[src/logic/sepr_pkg.sv]
// constants shared by the serial memory read-path slave
// assumes a single system clock domain that samples the two-wire pins
package sepr_pkg;
    localparam int          SEPR_ADDR_W    = 7;        // word address width
    localparam int          SEPR_DEPTH     = 128;      // words in the array
    localparam logic [3:0]  SEPR_DEV_TYPE  = 4'h0;     // device-type field, value arbitrary
    localparam logic [6:0]  SEPR_PTR_RST   = 7'h00;    // counter value after reset
    localparam logic [3:0]  SEPR_BIT_LAST  = 4'h7;     // bit index of last data bit
    localparam logic [3:0]  SEPR_BIT_ACK   = 4'h8;     // bit index of the ninth slot
    localparam int          SEPR_SYNC_LEN  = 2;        // pin synchroniser depth
endpackage

[src/logic/sepr_slave.sv]
// two-wire slave read path in front of a 128 x 8 word array
// assumes an external pull-up resolves the open-drain data line
`timescale 1ns/10ps
module sepr_slave #(
    parameter int DEPTH = sepr_pkg::SEPR_DEPTH
) (
    input  wire logic       clk_sys,
    input  wire logic       nrst,
    input  wire logic       scl_in,
    input  wire logic       sda_in,
    input  wire logic [2:0] chip_select_pins,
    input  wire logic       load_en,
    input  wire logic [6:0] load_addr,
    input  wire logic [7:0] load_data,
    output logic            sda_out,
    output logic            sda_oe,
    output logic            busy
);
    import sepr_pkg::*;

    typedef enum {ST_IDLE, ST_DEVADDR, ST_ACK_DEV, ST_WORDADDR, ST_ACK_WORD,
                  ST_SEND, ST_ACK_IN, ST_WAIT} sepr_state_type;

    logic [7:0]             mem [DEPTH];   // word array, loaded by side port
    logic                   scl_s;         // synchronised clock pin
    logic                   sda_s;         // synchronised data pin
    logic                   scl_q;         // previous clock sample
    logic                   sda_q;         // previous data sample
    sepr_state_type         state;
    sepr_state_type         next_state;
    logic [3:0]             bitcnt;        // bit within a byte
    logic [3:0]             next_bitcnt;
    logic [7:0]             shreg;         // in/out shift register
    logic [7:0]             next_shreg;
    logic [SEPR_ADDR_W-1:0] ptr;           // word address counter
    logic [SEPR_ADDR_W-1:0] next_ptr;
    logic                   drive_low;     // pulling the line low
    logic                   next_drive_low;
    logic                   next_busy;
    logic [2:0]             cs_s;          // synchronised chip-select pins

    // pin synchronisers
    sepr_sync u_sync_scl (.clk_sys(clk_sys), .nrst(nrst), .din(scl_in), .dout(scl_s));
    sepr_sync u_sync_sda (.clk_sys(clk_sys), .nrst(nrst), .din(sda_in), .dout(sda_s));

    // select pins may be driven at run time, so they pass two flops as well;
    // a change takes effect at the next address compare, once it has passed the two flops
    genvar g;
    generate
        for (g = 0; g < 3; g = g + 1) begin : g_cs_sync
            sepr_sync u_sync_cs (
                .clk_sys (clk_sys),
                .nrst    (nrst),
                .din     (chip_select_pins[g]),
                .dout    (cs_s[g])
            );
        end
    endgenerate

    wire scl_rise  = scl_s & ~scl_q;
    wire scl_fall  = ~scl_s & scl_q;
    wire start_det = scl_s & scl_q & sda_q & ~sda_s;
    wire stop_det  = scl_s & scl_q & ~sda_q & sda_s;

    // address compare, used for both directions
    function automatic logic addr_match(input logic [7:0] b, input logic [2:0] cs);
        addr_match = (b[7:4] == SEPR_DEV_TYPE) && (b[3:1] == cs);
    endfunction

    // array write port; write path proper is outside this block
    always_ff @(posedge clk_sys) begin
        if (load_en) begin
            mem[load_addr] <= load_data;
        end
    end

    // next-state logic of the protocol engine
    always_comb begin
        next_state     = state;
        next_bitcnt    = bitcnt;
        next_shreg     = shreg;
        next_ptr       = ptr;
        next_drive_low = drive_low;
        if (stop_det) begin
            next_state     = ST_IDLE;
            next_drive_low = 1'b0;
        end else if (start_det) begin
            next_state     = ST_DEVADDR;
            next_bitcnt    = '0;
            next_drive_low = 1'b0;
        end else begin
            unique case (state)
                ST_IDLE, ST_WAIT: begin
                    // released line; only start or stop leaves
                    next_drive_low = 1'b0;
                end
                ST_DEVADDR, ST_WORDADDR: begin
                    if (scl_rise) begin
                        next_shreg  = {shreg[6:0], sda_s};
                        next_bitcnt = bitcnt + 4'h1;
                    end
                    if (scl_fall && bitcnt == SEPR_BIT_ACK) begin
                        next_bitcnt = '0;
                        if (state == ST_WORDADDR) begin
                            next_ptr       = shreg[SEPR_ADDR_W-1:0];
                            next_drive_low = 1'b1;
                            next_state     = ST_ACK_WORD;
                        end else if (addr_match(shreg, cs_s)) begin
                            next_drive_low = 1'b1;
                            next_state     = ST_ACK_DEV;
                        end else begin
                            next_state = ST_WAIT;                    // not addressed
                        end
                    end
                end
                ST_ACK_DEV: begin
                    if (scl_fall) begin
                        if (shreg[0]) begin
                            next_shreg     = {mem[ptr][6:0], 1'b0};
                            next_drive_low = ~mem[ptr][7];
                            next_ptr       = ptr + 1'b1;
                            next_state     = ST_SEND;
                            next_bitcnt    = '0;
                        end else begin
                            next_drive_low = 1'b0;
                            next_state     = ST_WORDADDR;
                        end
                    end
                end
                ST_ACK_WORD: begin
                    // bytes after the word address belong to the write path
                    if (scl_fall) begin
                        next_drive_low = 1'b0;
                        next_state     = ST_WAIT;
                    end
                end
                ST_SEND: begin
                    if (scl_fall) begin
                        if (bitcnt == SEPR_BIT_LAST - 4'h1) begin
                            next_drive_low = ~shreg[7];
                            next_bitcnt    = SEPR_BIT_LAST;
                        end else if (bitcnt == SEPR_BIT_LAST) begin
                            next_drive_low = 1'b0;
                            next_state     = ST_ACK_IN;
                        end else begin
                            next_drive_low = ~shreg[7];
                            next_shreg     = {shreg[6:0], 1'b0};
                            next_bitcnt    = bitcnt + 4'h1;
                        end
                    end
                end
                ST_ACK_IN: begin
                    // ninth slot is sampled, never ignored
                    if (scl_rise) begin
                        next_bitcnt = sda_s ? SEPR_BIT_ACK : 4'h0;
                    end
                    if (scl_fall) begin
                        if (bitcnt == 4'h0) begin
                            next_shreg     = {mem[ptr][6:0], 1'b0};
                            next_drive_low = ~mem[ptr][7];
                            next_ptr       = ptr + 1'b1;
                            next_state     = ST_SEND;
                        end else begin
                            next_state = ST_WAIT;
                        end
                    end
                end
                default: next_state = ST_IDLE;
            endcase
        end
        next_busy = (next_state != ST_IDLE);
    end

    // state registers
    always_ff @(posedge clk_sys or negedge nrst) begin
        if (!nrst) begin
            state     <= ST_IDLE;
            bitcnt    <= '0;
            shreg     <= '0;
            ptr       <= SEPR_PTR_RST;
            drive_low <= 1'b0;
            busy      <= 1'b0;
            scl_q     <= 1'b1;
            sda_q     <= 1'b1;
        end else begin
            state     <= next_state;
            bitcnt    <= next_bitcnt;
            shreg     <= next_shreg;
            ptr       <= next_ptr;
            drive_low <= next_drive_low;
            busy      <= next_busy;
            scl_q     <= scl_s;
            sda_q     <= sda_s;
        end
    end

    // open-drain pin: only low is ever driven
    always_ff @(posedge clk_sys or negedge nrst) begin
        if (!nrst) begin
            sda_oe  <= 1'b0;
            sda_out <= 1'b0;
        end else begin
            sda_oe  <= next_drive_low;
            sda_out <= 1'b0;
        end
    end
endmodule

[src/logic/sepr_sync.sv]
// two-flop synchroniser for the serial clock, data and chip-select pins
// assumes inputs are asynchronous to clk_sys
`timescale 1ns/10ps
module sepr_sync (
    input  wire logic clk_sys,
    input  wire logic nrst,
    input  wire logic din,
    output logic      dout
);
    import sepr_pkg::*;
    logic [SEPR_SYNC_LEN-1:0] stage; // stage[0] feeds only stage[1]

    // shift chain; idle bus level is high
    always_ff @(posedge clk_sys or negedge nrst) begin
        if (!nrst) begin
            stage <= '1;
        end else begin
            stage <= {stage[SEPR_SYNC_LEN-2:0], din};
        end
    end
    assign dout = stage[SEPR_SYNC_LEN-1];
endmodule

[config.mk]
export PLATFORM = sky130hd
export DESIGN_NAME = sepr_slave
export DESIGN_NICKNAME = d
export VERILOG_FILES = /design/src/logic/sepr_pkg.sv /design/src/logic/sepr_slave.sv /design/src/logic/sepr_sync.sv
export SDC_FILE = /design/constraint.sdc
export NUM_CORES = 1
export LEC_CHECK = 0
export ABC_CLOCK_PERIOD_IN_PS = 3300
export BUFFER_PORTS_ARGS = -buffer_cell sky130_fd_sc_hd__buf_2
export CAP_MARGIN = 10
export CORE_AREA = 2 2 282 284
export CTS_CLUSTER_DIAMETER = 40
export CTS_CLUSTER_SIZE = 16
export DETAILED_ROUTE_END_ITERATION = 10
export DIE_AREA = 0 0 284 286
export GPL_ROUTABILITY_DRIVEN = 0
export PLACE_DENSITY = 0.7
export SETUP_SLACK_MARGIN = 0.2
export SKIP_CTS_REPAIR_TIMING = 1
export SLEW_MARGIN = 20
export SYNTH_ARGS = -nofsm -noshare
export SYNTH_HDL_FRONTEND = slang
export SYNTH_SLANG_ARGS = --single-unit
[constraint.sdc]
create_clock -name clk_sys -period 3.3 [get_ports clk_sys]
set_clock_uncertainty 0.05 [all_clocks]
set_input_delay 0.825 -clock clk_sys [delete_from_list [all_inputs] [get_ports clk_sys]]
set_output_delay 0.825 -clock clk_sys [all_outputs]
set_load 0.05 [all_outputs]
==> impl_metrics.env <==
export IMPL_outcome="finished clean"
export IMPL_cts_path_max_buffers=3
export IMPL_grt_pass1_wl_mm=151
export IMPL_seq_power_share=0.522
export IMPL_ir_drop_uv=432
export IMPL_synth_area_um2=42600
export IMPL_relSlewSlack=0.277
export IMPL_finalSetupTns_ps=0
export IMPL_finalNetCount=2437
export IMPL_final_hold_viol_count=0
export IMPL_wirelength_mm=102
export IMPL_dp_cells=3336
export IMPL_insertion_delay_ps=700
export IMPL_p_per_area_nw_per_um2=585
export IMPL_synth_warnings=0
export IMPL_fin_hold_ws_ps=110
export IMPL_pre_cts_ws_ps=255
export IMPL_final_area_um2=49800
export IMPL_fp_row_count=103
export IMPL_postLayoutCoreUtil=0.636
export IMPL_antenna_found_initial=3
export IMPL_h_tree_depth=3
export IMPL_yosysSeqAreaShare=0.761
export IMPL_cts_tree="built"
export IMPL_crit_path_max_fanout=19
export IMPL_die_area_um2=81200
export IMPL_rsz0062_at_grt="false"
export IMPL_drive_gt1_frac=0.304
export IMPL_startpoint="ptr[0]"
export IMPL_yosys_most_used_dff="edfxtp_1"
export IMPL_ios=26
export IMPL_syn_inst=2106
export IMPL_swShare=0.213
export IMPL_synth_edf_count=1024
export IMPL_root_buffer="clkbuf_16"
export IMPL_cts_num_sinks=1089
export IMPL_place_hpwl_mm=65.2
export IMPL_reg2reg_from="ptr[0]"
export IMPL_p_int_mw=23.0
export IMPL_power_switching_mw=6.20
export IMPL_wire_per_inst_um=28.6
export IMPL_cp_start_kind="flip-flop"
export IMPL_cp_data_arrival_time_ps=3500
export IMPL_placed_area_um2=45600
export IMPL_drt_iter0_drc=2724
export IMPL_worstPathRequired_ps=3820
export IMPL_ant_nets=0
export IMPL_syn2layout_area_growth_pct=17.1
export IMPL_clk_pin_slew_ps=60
export IMPL_rr_worst_depth=8
export IMPL_globalRouteTotalUtil=0.255
export IMPL_grt_max_degree=129
export IMPL_routed_via_density=6.27
export IMPL_layout_min_cycle_time_ps=2980
export IMPL_crit_type="reg -> reg"
export IMPL_fp_dieW_um=284
export IMPL_cap_violations=0
export IMPL_die_h_um=286
export IMPL_comb_power_share=0.015
export IMPL_async_flop_share=0.0597
export IMPL_syn_avg_cell_area_um2=20.2
export IMPL_fin_ws_ps=316
export IMPL_slew_viol_final=0
export IMPL_worstMarginPinSlew_ps=1070
export IMPL_core_area_um2=78400
export IMPL_p_leak_nw=16.1
export IMPL_start_util=0.543
export IMPL_dr_pass1_iters=6
export IMPL_setup_viol=0
export IMPL_total_power_mw=29.2
export IMPL_numCtsBuffers=121
export IMPL_drc=0
export IMPL_fmax_mhz=335
export IMPL_period_share=0.904
export IMPL_grt_pass1_vias=22600
export IMPL_clock_power_share=0.464
export IMPL_crit_path_end_kind="flip-flop"
export IMPL_num_vias=22400
export IMPL_fin_cells=3570
export IMPL_synth_seq_cells=1089
export IMPL_placement_io_buffers=24
export IMPL_min_delay_path_class="in -> async"
export IMPL_overflow=0
export IMPL_synth_cell_type_count=67
## logic make-up (layout without fill, tap and decap cells)
logic type               after synthesis  count (layout)  synth area share
flip-flops                          1089            1089             0.761
multiplexers                         305             305             0.145
AO/OA/AOI/OAI                        219             219            0.0371
AND/OR/NAND/NOR                      353             353            0.0380
adder cells (fa/ha/maj)                4               4           0.00118
buffers and inverters                130             509            0.0163
XOR/XNOR                               5               5           0.00103
other                                  1              36         0.0000881
## final timing paths
path                                                   end  slack, ps
max                                               shreg[7]        320
min                                              bitcnt[2]        110
max reg2reg                                       shreg[7]        320
min reg2reg                g_cs_sync[2].u_sync_cs.stage[1]        310
max in group asynchronous  g_cs_sync[2].u_sync_cs.stage[0]       2380
min in group clk_sys                   u_sync_scl.stage[0]        180
## registers in the layout, summed over array words and instances, names as in the netlist
name,count
sda_oe,1
state,32
g_cs_sync.u_sync_cs.stage,6
u_sync_sda.stage,2
bitcnt,4
u_sync_scl.stage,2
busy,1
mem,1024
shreg,8
scl_q,1
ptr,7
sda_q,1
## layout make-up
cell class,count,area [um2]
timing repair buffer,268,2320
tap,1050,1310
inverter,14,52.6
antenna,6,15.0
clock buffer,127,3070
multi-input combinational,916,9600
sequential,1089,32400
clock inverter,100,1030
fill,5319,28500
## cell usage in the layout, fill, tap and decap left out, types with 25 or more instances in the layout
| cell | count |
|---|---|
| edfxtp_1 | 1024 |
| mux4_2 | 249 |
| buf_4 | 225 |
| nor2_1 | 144 |
| clkbuf_16 | 123 |
| nand2_1 | 79 |
| mux2i_1 | 52 |
| dfrtp_1 | 50 |
| a22oi_1 | 40 |
| nand3_1 | 37 |
| a21oi_1 | 30 |
| conb_1 | 30 |
| o22ai_1 | 27 |
| inv_6 | 27 |
| a211oi_1 | 25 |
| buf_12 | 25 |
## synth_stat cells, drive strengths merged, types with 17 or more instances
| library cell | n | area [um2] |
|---|---|---|
| dfrtp | 53 | 1330 |
| nand2 | 79 | 297 |
| a22oi | 40 | 300 |
| a211oi | 26 | 195 |
| nor2b | 19 | 119 |
| mux4 | 249 | 5610 |
| nor2 | 145 | 544 |
| nand3 | 37 | 185 |
| buf | 65 | 448 |
| a21oi | 30 | 150 |
| o22ai | 27 | 169 |
| edfxtp | 1024 | 30700 |
| mux2i | 52 | 521 |
| clkbuf | 51 | 191 |
| nor3 | 17 | 100 |
## critical path, cell delays in order (launching register included)
cell and delay (ps):
dfrtp_4 490, buf_12 220, buf_4 370, mux4_2 550
a22oi_1 190, a21oi_1 140, a2111oi_2 380, a22oi_1 110
a221o_1 330
## per-layer routing
layer,GRT usage,vias to the layer above,routed length [um]
li1,-,9356,-
met1,0.363,11700,40800
met2,0.397,1175,48200
met3,0.0445,204,8990
met4,0.103,2,4010
met5,0,-,13
## power groups by stage
| stage | clock, mW | combinational [mW] | sequential, mW |
|---|---|---|---|
| 2_1_floorplan | 0 | 0.0879 | 15.5 |
| 3_3_place_gp | 0 | 0.403 | 15.5 |
| 3_5_place_dp | 0 | 0.425 | 15.5 |
| 4_1_cts | 13.7 | 0.424 | 15.2 |
| 5_1_grt | 14.2 | 0.460 | 15.2 |
| 6_report | 13.5 | 0.427 | 15.2 |
(Power assumes the default switching activity.)
